$ cat config.mk
export PLATFORM = sky130hd
export DESIGN_NAME = iowd_top
export DESIGN_NICKNAME = d
export VERILOG_FILES = /design/src/pkg/iowd_pkg.sv /design/src/design/iowd_top.sv /design/src/design/iowd_pin_mux.sv
export SDC_FILE = /design/constraint.sdc
export NUM_CORES = 1
export LEC_CHECK = 0
export BUFFER_PORTS_ARGS = -buffer_cell sky130_fd_sc_hd__buf_2
export CELL_PAD_IN_SITES_DETAIL_PLACEMENT = 1
export CELL_PAD_IN_SITES_GLOBAL_PLACEMENT = 2
export CORE_AREA = 2 2 306 308
export CTS_BUF_LIST = sky130_fd_sc_hd__clkbuf_16
export CTS_CLUSTER_DIAMETER = 40
export DETAILED_ROUTE_END_ITERATION = 7
export DIE_AREA = 0 0 308 310
export HOLD_SLACK_MARGIN = 0.02
export PLACE_DENSITY_LB_ADDON = 0.1
export REMOVE_ABC_BUFFERS = 1
export SYNTH_ARGS = -nofsm -noshare
export SYNTH_HDL_FRONTEND = slang
export SYNTH_SLANG_ARGS = --single-unit
$ cat constraint.sdc
create_clock -name clk_sys_in -period 19.2 [get_ports clk_sys_in]
set_input_delay 2.88 -clock clk_sys_in [delete_from_list [all_inputs] [get_ports clk_sys_in]]
set_output_delay 2.88 -clock clk_sys_in [all_outputs]
set_load 0.01 [all_outputs]
$ cat src/pkg/iowd_pkg.sv
// package: constants and types for the io card watchdog
package iowd_pkg;
    localparam int          IOWD_PIN_COUNT      = 72;
    localparam int          IOWD_TIMEOUT_W      = 32;
    localparam int          IOWD_CLK_HZ         = 10_000_000;
    localparam int          IOWD_CLK_PERIOD_NS  = 1_000_000_000 / IOWD_CLK_HZ;
    localparam logic [31:0] IOWD_TIMEOUT_RESET  = 32'h3b9a_ca00; // one second in ns
    localparam int          IOWD_COUNT_W        = 32;
    localparam logic [IOWD_PIN_COUNT-1:0] IOWD_PINS_ZERO = '0;
    localparam logic        IOWD_TRIP_RESET     = 1'b0;

    typedef enum logic [1:0] {
        IOWD_ST_RUN,
        IOWD_ST_TRIPPED
    } iowd_state_t;

    // nanoseconds to clock cycles, rounded down, at least one
    function automatic logic [IOWD_COUNT_W-1:0] iowd_ns_to_cycles(input logic [IOWD_TIMEOUT_W-1:0] ns);
        logic [IOWD_COUNT_W-1:0] c;
        c = IOWD_COUNT_W'(ns / IOWD_TIMEOUT_W'(IOWD_CLK_PERIOD_NS));
        if (c == '0)
            c = IOWD_COUNT_W'(1);
        return c;
    endfunction : iowd_ns_to_cycles
endpackage : iowd_pkg

$ cat src/design/iowd_top.sv
// io card watchdog: timeout counter, trip flag, pin detach, bus gate
// What this block does
// - hold 32-bit ns timeout, reset to one second, trip when it elapses
// - every service event restarts the full timeout count
// - on trip every pin leaves its owner, becomes pulled-up input
// - on trip host bus communication stops until cleared
// - trip leaves function instance state untouched, they keep running
// - clearing trip resumes bus and restores load-time pin setup
// - trip flag reads true after trip; host writes false to clear
// - pins without active function act as bidirectional gpio
// - gpio pins come up as inputs until configured
`timescale 1ns/1ns
module iowd_top
    import iowd_pkg::*;
(
    input  wire logic                                clk_sys_in,
    input  wire logic                                reset_in,
    input  wire logic                                service_in,
    input  wire logic                                timeout_wr_in,
    input  wire logic [iowd_pkg::IOWD_TIMEOUT_W-1:0] timeout_data_in,
    input  wire logic                                trip_clear_in,
    input  wire logic                                bus_req_in,
    input  wire logic [iowd_pkg::IOWD_PIN_COUNT-1:0] func_sel_in,
    input  wire logic [iowd_pkg::IOWD_PIN_COUNT-1:0] func_out_in,
    input  wire logic [iowd_pkg::IOWD_PIN_COUNT-1:0] func_oe_in,
    input  wire logic [iowd_pkg::IOWD_PIN_COUNT-1:0] gpio_out_in,
    input  wire logic [iowd_pkg::IOWD_PIN_COUNT-1:0] gpio_dir_in,
    input  wire logic [iowd_pkg::IOWD_PIN_COUNT-1:0] pin_in,
    output logic      [iowd_pkg::IOWD_TIMEOUT_W-1:0] trip_timeout_out,
    output logic                                     tripped_out,
    output logic                                     bus_grant_out,
    output logic      [iowd_pkg::IOWD_PIN_COUNT-1:0] pin_level_out,
    output logic      [iowd_pkg::IOWD_PIN_COUNT-1:0] pin_out,
    output logic      [iowd_pkg::IOWD_PIN_COUNT-1:0] pin_oe_out,
    output logic      [iowd_pkg::IOWD_PIN_COUNT-1:0] pin_pullup_out
);
    import iowd_pkg::*;

    // ----------------------------------------
    // state
    // ----------------------------------------
    logic [IOWD_TIMEOUT_W-1:0] trip_timeout_reg;
    logic [IOWD_COUNT_W-1:0]   count_reg;
    iowd_state_t               state_reg;
    logic                      expire;
    logic [IOWD_PIN_COUNT-1:0] pin_meta_reg;
    logic [IOWD_PIN_COUNT-1:0] pin_sync_reg;

    assign expire = (state_reg == IOWD_ST_RUN) && (count_reg == IOWD_COUNT_W'(1)) && !service_in;

    // timeout value in ns, host writable
    always_ff @(posedge clk_sys_in)
    begin
        if (reset_in)
            trip_timeout_reg <= IOWD_TIMEOUT_RESET;
        else if (timeout_wr_in)
            trip_timeout_reg <= timeout_data_in;
    end

    // cycle countdown, reloaded on service or timeout write
    always_ff @(posedge clk_sys_in)
    begin
        if (reset_in)
            count_reg <= iowd_ns_to_cycles(IOWD_TIMEOUT_RESET);
        else if (service_in || timeout_wr_in)
            count_reg <= iowd_ns_to_cycles(timeout_wr_in ? timeout_data_in : trip_timeout_reg);
        else if (state_reg == IOWD_ST_TRIPPED)
            count_reg <= iowd_ns_to_cycles(trip_timeout_reg);
        else if (count_reg != IOWD_COUNT_W'(1))
            count_reg <= count_reg - IOWD_COUNT_W'(1);
    end

    // trip flag: expiry beats a clear in the same cycle
    always_ff @(posedge clk_sys_in)
    begin
        if (reset_in)
            state_reg <= IOWD_ST_RUN;
        else
        begin
            case (state_reg)
                IOWD_ST_RUN:
                    if (expire)
                        state_reg <= IOWD_ST_TRIPPED;
                IOWD_ST_TRIPPED:
                    if (trip_clear_in)
                        state_reg <= IOWD_ST_RUN;
                default:
                    state_reg <= IOWD_ST_RUN;
            endcase
        end
    end

    assign tripped_out      = (state_reg == IOWD_ST_TRIPPED);
    assign trip_timeout_out = trip_timeout_reg;
    // bus handshake gated while tripped
    assign bus_grant_out    = bus_req_in && !tripped_out;

    // ----------------------------------------
    // pin input synchroniser
    // ----------------------------------------
    always_ff @(posedge clk_sys_in)
    begin
        if (reset_in)
        begin
            pin_meta_reg <= IOWD_PINS_ZERO;
            pin_sync_reg <= IOWD_PINS_ZERO;
        end
        else
        begin
            pin_meta_reg <= pin_in;
            pin_sync_reg <= pin_meta_reg;
        end
    end
    assign pin_level_out = pin_sync_reg;

    // function instances are outside and never reset by a trip
    iowd_pin_mux u_mux (
        .clk_sys_in     (clk_sys_in),
        .reset_in       (reset_in),
        .tripped_in     (tripped_out),
        .func_sel_in    (func_sel_in),
        .func_out_in    (func_out_in),
        .func_oe_in     (func_oe_in),
        .gpio_out_in    (gpio_out_in),
        .gpio_dir_in    (gpio_dir_in),
        .pin_out        (pin_out),
        .pin_oe_out     (pin_oe_out),
        .pin_pullup_out (pin_pullup_out)
    );

    // ----------------------------------------
    // assertions
    // ----------------------------------------
    property p_trip_on_expire;
        @(posedge clk_sys_in) disable iff (reset_in)
        expire |=> tripped_out;
    endproperty
    a_trip_on_expire: assert property (p_trip_on_expire) else $error("no trip on expiry");

    property p_service_reload;
        @(posedge clk_sys_in) disable iff (reset_in)
        (service_in && !timeout_wr_in) |=> count_reg == iowd_ns_to_cycles($past(trip_timeout_reg));
    endproperty
    a_service_reload: assert property (p_service_reload) else $error("service did not reload");

    property p_detach;
        @(posedge clk_sys_in) disable iff (reset_in)
        tripped_out ##1 tripped_out |-> (pin_oe_out == IOWD_PINS_ZERO) && (&pin_pullup_out);
    endproperty
    a_detach: assert property (p_detach) else $error("pins driven while tripped");

    property p_bus_block;
        @(posedge clk_sys_in) disable iff (reset_in)
        tripped_out |-> !bus_grant_out;
    endproperty
    a_bus_block: assert property (p_bus_block) else $error("bus granted while tripped");

    property p_restore;
        @(posedge clk_sys_in) disable iff (reset_in)
        (!tripped_out && func_sel_in[0] && $stable(func_sel_in[0]) && $stable(func_oe_in[0]) && !$past(tripped_out))
            |=> pin_oe_out[0] == $past(func_oe_in[0]);
    endproperty
    a_restore: assert property (p_restore) else $error("pin not restored");

    property p_clear;
        @(posedge clk_sys_in) disable iff (reset_in)
        (tripped_out && trip_clear_in) |=> !tripped_out;
    endproperty
    a_clear: assert property (p_clear) else $error("clear ignored");

    property p_sticky;
        @(posedge clk_sys_in) disable iff (reset_in)
        (tripped_out && !trip_clear_in) |=> tripped_out;
    endproperty
    a_sticky: assert property (p_sticky) else $error("trip dropped without clear");

    property p_gpio;
        @(posedge clk_sys_in) disable iff (reset_in)
        (!tripped_out && !func_sel_in[1]) |=> (tripped_out || pin_oe_out[1] == $past(gpio_dir_in[1]));
    endproperty
    a_gpio: assert property (p_gpio) else $error("gpio direction lost");

    property p_decrement;
        @(posedge clk_sys_in) disable iff (reset_in)
        (!tripped_out && !service_in && !timeout_wr_in && count_reg > IOWD_COUNT_W'(1))
            |=> count_reg == $past(count_reg) - IOWD_COUNT_W'(1);
    endproperty
    a_decrement: assert property (p_decrement) else $error("count not decremented");

    property p_reset_input;
        @(posedge clk_sys_in)
        $past(reset_in) |-> pin_oe_out == IOWD_PINS_ZERO;
    endproperty
    a_reset_input: assert property (p_reset_input) else $error("pins not inputs after reset");
endmodule : iowd_top

$ cat src/design/iowd_pin_mux.sv
// pin multiplexer: function instance or gpio, detached on trip
`timescale 1ns/1ns
module iowd_pin_mux
    import iowd_pkg::*;
(
    input  wire logic                      clk_sys_in,
    input  wire logic                      reset_in,
    input  wire logic                      tripped_in,
    input  wire logic [IOWD_PIN_COUNT-1:0] func_sel_in,
    input  wire logic [IOWD_PIN_COUNT-1:0] func_out_in,
    input  wire logic [IOWD_PIN_COUNT-1:0] func_oe_in,
    input  wire logic [IOWD_PIN_COUNT-1:0] gpio_out_in,
    input  wire logic [IOWD_PIN_COUNT-1:0] gpio_dir_in,
    output logic      [IOWD_PIN_COUNT-1:0] pin_out,
    output logic      [IOWD_PIN_COUNT-1:0] pin_oe_out,
    output logic      [IOWD_PIN_COUNT-1:0] pin_pullup_out
);
    genvar i;
    generate
        for (i = 0; i < IOWD_PIN_COUNT; i++)
        begin : g_pin
            // per pin owner select, all released on trip
            always_ff @(posedge clk_sys_in)
            begin
                if (reset_in || tripped_in)
                begin
                    pin_out[i]        <= 1'b0;
                    pin_oe_out[i]     <= 1'b0;
                    pin_pullup_out[i] <= 1'b1;
                end
                else if (func_sel_in[i])
                begin
                    pin_out[i]        <= func_out_in[i];
                    pin_oe_out[i]     <= func_oe_in[i];
                    pin_pullup_out[i] <= ~func_oe_in[i];
                end
                else
                begin
                    pin_out[i]        <= gpio_out_in[i];
                    pin_oe_out[i]     <= gpio_dir_in[i];
                    pin_pullup_out[i] <= ~gpio_dir_in[i];
                end
            end
        end
    endgenerate
endmodule : iowd_pin_mux

==> flow_metrics.tcl, run 1 <==
set metrics [dict create \
    drc 0 \
    area_growth_syn_to_layout_pct 37.9 \
    critPathCaptureType "flop" \
    first_iter_violations 2379 \
    placed_cells 5131 \
    track_usage_pct 30.3 \
    synth_edf_count 0 \
    finalHoldViolCount 0 \
    postSynthCellCount 3074 \
    synth-seq-area-share_pct 32.9 \
    layout-drive-gt1-share_pct 35.9 \
    status "finished clean" \
    yosysWarnings 0 \
    maxSlewViolCount 0 \
    netlist_area_um2 25800 \
    cp_max_fo 21 \
    synth.largest_area_cell "dfxtp_1" \
    cts_tree "built" \
    hp-start "pin_meta_reg[15]" \
    fin_skew_ps 44.3 \
    reg2reg_slack_ps 1320 \
    drtPass1Iterations 5 \
    holdPathStages 1 \
    rr_endpoint "count_reg[0]" \
    rows 112 \
    crit_cells 63 \
    slowest_delay_ps 590 \
    path_clk_slew_ps 60 \
    r2r_cells 58 \
    cts.path.max_buffers 3 \
    die_h_um 310 \
    gp_congestion 0.985 \
    cp_slowest_cell "or4_4" \
    cp_top_family "compound AO/OA/AOI/OAI gates" \
    initial_utilization_pct 27.9 \
    start_kind "input port" \
    port_buffers 791 \
    synth.avg_cell_area_um2 8.41 \
    utilization_pct 38.5 \
    tightest_slew_ps 1270 \
    grt_pass1_wl_um 209000 \
    worstReg2RegStart "trip_timeout_out[29]" \
    grt_max_degree 77 \
    htreeDepth 3 \
    hp-class "flop to flop" \
    clk_latency_ps 670 \
    path_class "input port to flop" \
    synth_ff_type "dfxtp_1" \
    wirelength_um 152000 \
    synth_most_common_cell "dfxtp_1" \
    dr_total_vias 28900 \
    antenna_found_initial 36 \
    antenna_left 0 \
    post_synth_main_area_contributors "dfxtp_1 33%, mux2i_1 4.9%, nor2_1 4.2%" \
    fin_crit_ps 18330 \
    timing.slew.headroom_pct 14.3 \
    max-cap-violations 0 \
    nets 4505 \
    critPathMostFrequentCell "buf_4" \
    first_global_vias 27900 \
    cts_buffers 85 \
    coreArea_um2 92500 \
    die-area_um2 95500 \
    overflow 0 \
    ios 792 \
    cts_root_buffer "clkbuf_16" \
    netlist-cell-type-count 146 \
    ys_seq_elements 425 \
    async_reset_ff_share_pct 0 \
    fin_crit_sh_pct 95.5 \
    synth_top_area_share_pct 32.9 \
    dieWidth_um 308 \
    setup_violations 0 \
    wl_per_cell_um 28.5 \
    max_freq_mhz 54.6 \
    synth_common_cells "425 x dfxtp_1, 292 x nor2_1, 210 x nand2_1, 152 x nor2b_1, 143 x a21oi_1" \
    avgViaCountPerCell 5.43 \
    clock_sinks 425 \
    stdcell_count 5316 \
    whs_endpoint "pin_level_out[15]" \
    arrival_ps 18870 \
    timing.critical_path.buf_inv 6 \
    required_ps 19740 \
    hpwl_um 126000 \
]
what timing repair did:
action | 4_1_cts | 5_1_grt
endpoints found under the setup margin | 0 | 4
setup buffers | 0 | 12
endpoints found under the hold margin | 0 | 0
hold buffers | 0 | 0
gates resized for setup | 0 | 73
how the worst max path moves through the flow:
stage	from	to	slack, ps
floorplan	timeout_data_in[29]	count_reg[0]	820
global placement	timeout_wr_in	count_reg[0]	-320
detailed placement	timeout_wr_in	count_reg[0]	-530
CTS	timeout_wr_in	count_reg[0]	80
global route	timeout_wr_in	count_reg[0]	-50
finish	timeout_wr_in	count_reg[0]	870
per-layer routing:
layer / wire, um / global-route usage (%) / share of wire (%) / up-vias
met3: 9700 / 5.17 / 6.4 / 173
met2: 64100 / 44.9 / 42 / 963
met1: 73700 / 44.7 / 49 / 14300
li1: - / - / - / 13400
met5: 47 / 0 / 0.031 / -
met4: 3990 / 8.37 / 2.6 / 8
area by class of cell:
type                       instances  area, um2
sequential                       425       8510
multi-input combinational       2398      16600
inverter                         112        420
timing repair buffer            1011       5620
clock buffer                      85       2130
tap                             1197       1500
fill                           11100      56800
clock inverter                    72        772
antenna                           16       40.0
cell families (layout without fill, tap and decap cells):
| kind of cell | count (synthesis) | count (layout) | synth area share [%] |
|---|---|---|---|
| AND/OR/NAND/NOR | 1175 | 1175 | 23.8 |
| AO/OA/AOI/OAI | 905 | 905 | 26.5 |
| flip-flops | 425 | 425 | 32.9 |
| buffers and inverters | 251 | 1280 | 4.03 |
| multiplexers | 229 | 229 | 9.50 |
| XOR/XNOR | 71 | 71 | 2.49 |
| adder cells (fa/ha/maj) | 18 | 18 | 0.726 |
| other | 0 | 16 | 0 |
worst register-to-register path, delay by kind of cell (launching register included):
kind	cells	cell delay, ps
compound gates	31	8740
xor+xnor	1	100
fa+ha+maj	1	380
buf+inv	4	660
flops	1	730
mux	8	3120
simple gates	13	3940
layout by cell type, fill, tap and decap left out, drive strengths merged, types with 16 or more instances in the layout:
cell | synthesis | layout
buf | 48 | 1011
dfxtp | 425 | 425
nor2 | 295 | 295
nand2 | 211 | 211
o21ai | 161 | 161
nor2b | 152 | 152
a21oi | 152 | 152
mux2i | 131 | 131
inv | 107 | 128
and2 | 108 | 108
mux2 | 98 | 98
clkbuf | 91 | 85
nand3 | 82 | 82
nor3 | 79 | 79
a211oi | 64 | 64
o22ai | 48 | 48
o211ai | 47 | 47
xnor2 | 46 | 46
o21a | 43 | 43
a31oi | 43 | 43
clkinv | 5 | 41
nand4 | 40 | 40
nor4 | 36 | 36
or3 | 35 | 35
or2 | 32 | 32
nand2b | 29 | 29
o221ai | 27 | 27
a21o | 26 | 26
xor2 | 25 | 25
o31ai | 21 | 21
or4 | 20 | 20
a2111oi | 20 | 20
and3 | 19 | 19
a211o | 19 | 19
o211a | 18 | 18
diode | 0 | 16
maj3 | 16 | 16
stage by stage:
step                      hold slack (ps)  TNS, ps  setup slack (ps)  instance area, um2
after floorplan                       414        0               823               25200
after global placement                416     -472              -325               32300
after detailed placement              425     -892              -530               32300
after CTS                             439        0              83.8               35200
after global routing                  449    -53.4             -53.4               35600
final                                 436        0               872               35600
Power of run 1 is left out: the tool's default activity adds up to more than one toggle a clock period on the data nets, which glitch-free logic cannot reach.
==> run 2, diff against run 1 <==
--- a/config.mk
+++ b/config.mk
@@ -14,7 +14,7 @@
 export DETAILED_ROUTE_END_ITERATION = 7
 export DIE_AREA = 0 0 308 310
 export HOLD_SLACK_MARGIN = 0.02
-export PLACE_DENSITY_LB_ADDON = 0.1
+export PLACE_DENSITY = 0.85
 export REMOVE_ABC_BUFFERS = 1
 export SYNTH_ARGS = -nofsm -noshare
 export SYNTH_HDL_FRONTEND = slang
==> run 2 against run 1 <==
Effect of this change: critical path depth fell by 1; register-to-register slack barely moved; flip-flop and latch count is the same; die area unchanged; routed wire length is 4.0% lower; fmax fell by 0.15%; worst setup slack got worse by 28 ps; non-clock buffer count decreased by 125.
==> flow_metrics.tcl, run 2 (synthesis gave the netlist of run 1 again) <==
set metrics [dict create \
    htreeDepth 3 \
    wl_per_cell_um 28.0 \
    cts_root_buffer "clkbuf_16" \
    finalHoldViolCount 0 \
    utilization_pct 37.5 \
    critPathCaptureType "flop" \
    final_common_cell "buf_2" \
    cp_slowest_cell "or4_4" \
    cts.path.max_buffers 3 \
    max-cap-violations 0 \
    die-area_um2 95500 \
    overflow 0 \
    seq_area_um2 8520 \
    track_usage_pct 29.1 \
    ios 792 \
    dieWidth_um 308 \
    final_cell_mix "789 x buf_2, 419 x dfxtp_1, 288 x nor2_1" \
    fin_skew_ps 44.6 \
    initial_utilization_pct 27.9 \
    path_clk_slew_ps 60 \
    tightest_slew_ps 1120 \
    grt_pass1_wl_um 201000 \
    timing.slew.headroom_pct 23.1 \
    first_iter_violations 2482 \
    clock_sinks 425 \
    fin_crit_sh_pct 95.6 \
    rows 112 \
    hpwl_um 118000 \
    port_buffers 791 \
    status "finished clean" \
    arrival_ps 18900 \
    coreArea_um2 92500 \
    gp_congestion 0.980 \
    grt_max_degree 98 \
    hold_ws_ps 421 \
    dr_total_vias 28700 \
    antenna_left 0 \
    cts_buffers 84 \
    avgViaCountPerCell 5.52 \
    max_freq_mhz 54.5 \
    path_class "input port to flop" \
    drc 0 \
    multiInputGateArea_um2 16600 \
    drtPass1Iterations 5 \
    fin_crit_ps 18360 \
    timing.critical_path.buf_inv 5 \
    first_global_vias 27900 \
    cp_top_family "compound AO/OA/AOI/OAI gates" \
    setup_violations 0 \
    critPathMostFrequentCell "nor3_1" \
    clk_latency_ps 670 \
    hp-class "flop to flop" \
    required_ps 19740 \
    fill_cells 11200 \
    maxSlewViolCount 0 \
    slowest_delay_ps 590 \
    wirelength_um 145000 \
    cp_max_fo 26 \
    die_h_um 310 \
    cts_tree "built" \
    area_growth_syn_to_layout_pct 34.4 \
    layout-drive-gt1-share_pct 33.8 \
    antenna_found_initial 58 \
    start_kind "input port" \
    nets 4379 \
    cts_hold_buf 0 \
]
==> run 2: through the flow <==
step                instance area [um2]  TNS [ps]  instances  setup slack, ps
finish                            34700         0       5198              844
global route                      34700      -121       5185             -121
CTS                               34300         0       5166              339
detailed placement                31400      -450       5011             -335
global placement                  31400         0       5011              171
floorplan                         25200         0       2935              823
==> run 2: area by class of cell <==
class / instances / area share (%)
flip-flops and latches: 425 / 24.5
repair buffers: 886 / 13.5
inverters: 112 / 1.21
well taps: 1197 / 4.31
clock buffers: 84 / 6.05
diodes: 25 / 0.180
clock inverters: 71 / 2.30
multi-input cells: 2398 / 47.9
==> run 2: routing by layer <==
layer	global-route usage [%]	wire length, um	share of wire [%]
met5	0	117	0.080
met2	41.4	60000	41
met4	10.6	4900	3.4
met3	7.36	12400	8.5
met1	41.8	68100	47
==> run 2: repair_timing <==
action                                  CTS  global route
gates resized for setup                   0            78
endpoints found under the setup margin    0             3
setup buffers                             0             7
==> run 2: worst paths after layout <==
path,cells after the start,end,slack [ps],from
max,62,count_reg[0],840,timeout_wr_in
min,1,pin_level_out[47],420,pin_meta_reg[47]
max reg2reg,59,count_reg[0],1320,trip_timeout_out[29]
min reg2reg,1,pin_level_out[47],420,pin_meta_reg[47]
Power of run 2 is left out for the same reason.
==> run 3, diff against run 2 <==
--- a/config.mk
+++ b/config.mk
@@ -11,8 +11,10 @@
 export CORE_AREA = 2 2 306 308
 export CTS_BUF_LIST = sky130_fd_sc_hd__clkbuf_16
 export CTS_CLUSTER_DIAMETER = 40
+export CTS_CLUSTER_SIZE = 8
 export DETAILED_ROUTE_END_ITERATION = 7
 export DIE_AREA = 0 0 308 310
+export GPL_TIMING_DRIVEN = 0
 export HOLD_SLACK_MARGIN = 0.02
 export PLACE_DENSITY = 0.85
 export REMOVE_ABC_BUFFERS = 1
==> run 3 against run 2 <==
Effect of this change: non-clock buffer count fell by 15; routed wire length barely moved; utilization is 0.70 points higher; flip-flop and latch count unchanged; design area grew 1.9%; final cell count down 0.65%; count of clock-buffer cells in the layout increased by 2; global-route usage fell by 0.49 points; largest cell class unchanged; first-iteration DRC count fell by 9.9%; fmax down 3.5%.
==> flow_metrics.tcl, run 3 (synthesis gave the netlist of run 1 again) <==
set metrics [dict create \
    first_global_vias 27500 \
    wirelength_um 146000 \
    hp-class "flop to flop" \
    clk_latency_ps 690 \
    finalHoldViolCount 0 \
    cp_slowest_cell "o31ai_1" \
    dr_total_vias 29100 \
    final_cell_mix "789 x buf_2, 418 x dfxtp_1, 278 x nor2_1" \
    dieWidth_um 308 \
    max_freq_mhz 52.6 \
    arrival_ps 19570 \
    fin_skew_ps 70.6 \
    htreeDepth 3 \
    track_usage_pct 28.6 \
    nets 4367 \
    fin_tns_setup_ps 0 \
    stdcell_count 5164 \
    fin_crit_ps 19020 \
    antenna_found_initial 58 \
    required_ps 19750 \
    final_common_cell "buf_2" \
    worstReg2RegStart "trip_timeout_out[27]" \
    die_h_um 310 \
    start_kind "input port" \
    drtPass1Iterations 5 \
    cts.path.max_buffers 3 \
    grt_max_degree 127 \
    stdcell_area_um2 35400 \
    holdPathStages 1 \
    first_iter_violations 2237 \
    hp-start "pin_meta_reg[20]" \
    fin_crit_sh_pct 99.1 \
    drc 0 \
    gp_congestion 0.983 \
    hold_ws_ps 390 \
    cp_top_family "compound AO/OA/AOI/OAI gates" \
    path_class "input port to flop" \
    hpwl_um 115000 \
    cts_buffers 86 \
    maxSlewViolCount 0 \
    place_area_um2 30900 \
    status "finished clean" \
    max-cap-violations 0 \
    setup_violations 0 \
    cts_root_buffer "clkbuf_16" \
    rr_endpoint "count_reg[0]" \
    die-area_um2 95500 \
    avgViaCountPerCell 5.63 \
    cts_hold_buf 0 \
    reg2reg_slack_ps 1080 \
    layout-drive-gt1-share_pct 35.5 \
    tightest_slew_ps 1380 \
    ios 792 \
    rows 112 \
    wl_per_cell_um 28.2 \
    critPathCaptureType "flop" \
    initial_utilization_pct 27.9 \
    whs_endpoint "pin_level_out[20]" \
    antenna_left 0 \
    cp_max_fo 18 \
    area_growth_syn_to_layout_pct 36.9 \
    clock_sinks 425 \
    overflow 0 \
    r2r_cells 56 \
    placed_cells 4930 \
    critPathMostFrequentCell "buf_4" \
    grt_pass1_wl_um 198000 \
    path_clk_slew_ps 50 \
    port_buffers 791 \
    cts_tree "built" \
    timing.slew.headroom_pct 5.50 \
    timing.critical_path.buf_inv 9 \
    coreArea_um2 92500 \
    slowest_delay_ps 580 \
]
==> run 3: worst register-to-register path: cells and delay by family, from the launching register on <==
family	cells	cell delay, ps
AO/OA/AOI/OAI	37	12060
XOR/XNOR	1	240
flip-flops	1	590
multiplexers	3	1020
AND/OR/NAND/NOR	15	4110
==> run 3: repair_timing <==
action,in CTS,in global routing
buffers inserted,25,46
gates cloned,1,2
resized for setup,66,136
pin swaps,12,39
hold endpoints to repair,0,0
endpoints found under the setup margin,5,3
==> run 3: layout make-up <==
cell class	count	area (um2)
Multi-Input combinational cell	2399	17300
Clock inverter	55	666
Inverter	112	420
Fill cell	11100	57100
Timing Repair Buffer	871	4740
Sequential cell	425	8520
Tap cell	1197	1500
Clock buffer	86	2150
Antenna cell	19	47.5
==> run 3: routing by layer <==
metal  global-route usage [%]  share of wire (%)  vias up
met2                     40.6                 41     1347
li1                         -                  -    13100
met3                     7.06                9.1      274
met1                     40.8                 46    14300
met4                     11.5                4.0       18
met5                        0              0.092        -
==> run 3: how the worst max path moves through the flow <==
stage	slack, ps	cells after the start	endpoint	from
2_1_floorplan	820	56	count_reg[0]	timeout_data_in[29]
3_3_place_gp	-5030	57	count_reg[0]	timeout_wr_in
3_5_place_dp	-3730	59	count_reg[0]	timeout_wr_in
4_1_cts	4	59	count_reg[0]	timeout_wr_in
5_1_grt	-290	65	count_reg[0]	timeout_wr_in
6_report	180	65	count_reg[0]	timeout_wr_in
==> run 3: stage by stage <==
| step | setup slack, ps | util (%) |
|---|---|---|
| 3_3_place_gp | -5030 | 33.2 |
| 6_report | 179 | 38.2 |
| 4_1_cts | 4.37 | 37.0 |
| 3_5_place_dp | -3730 | 33.4 |
| 5_1_grt | -286 | 38.2 |
| 2_1_floorplan | 823 | - |
Power of run 3 is left out for the same reason.
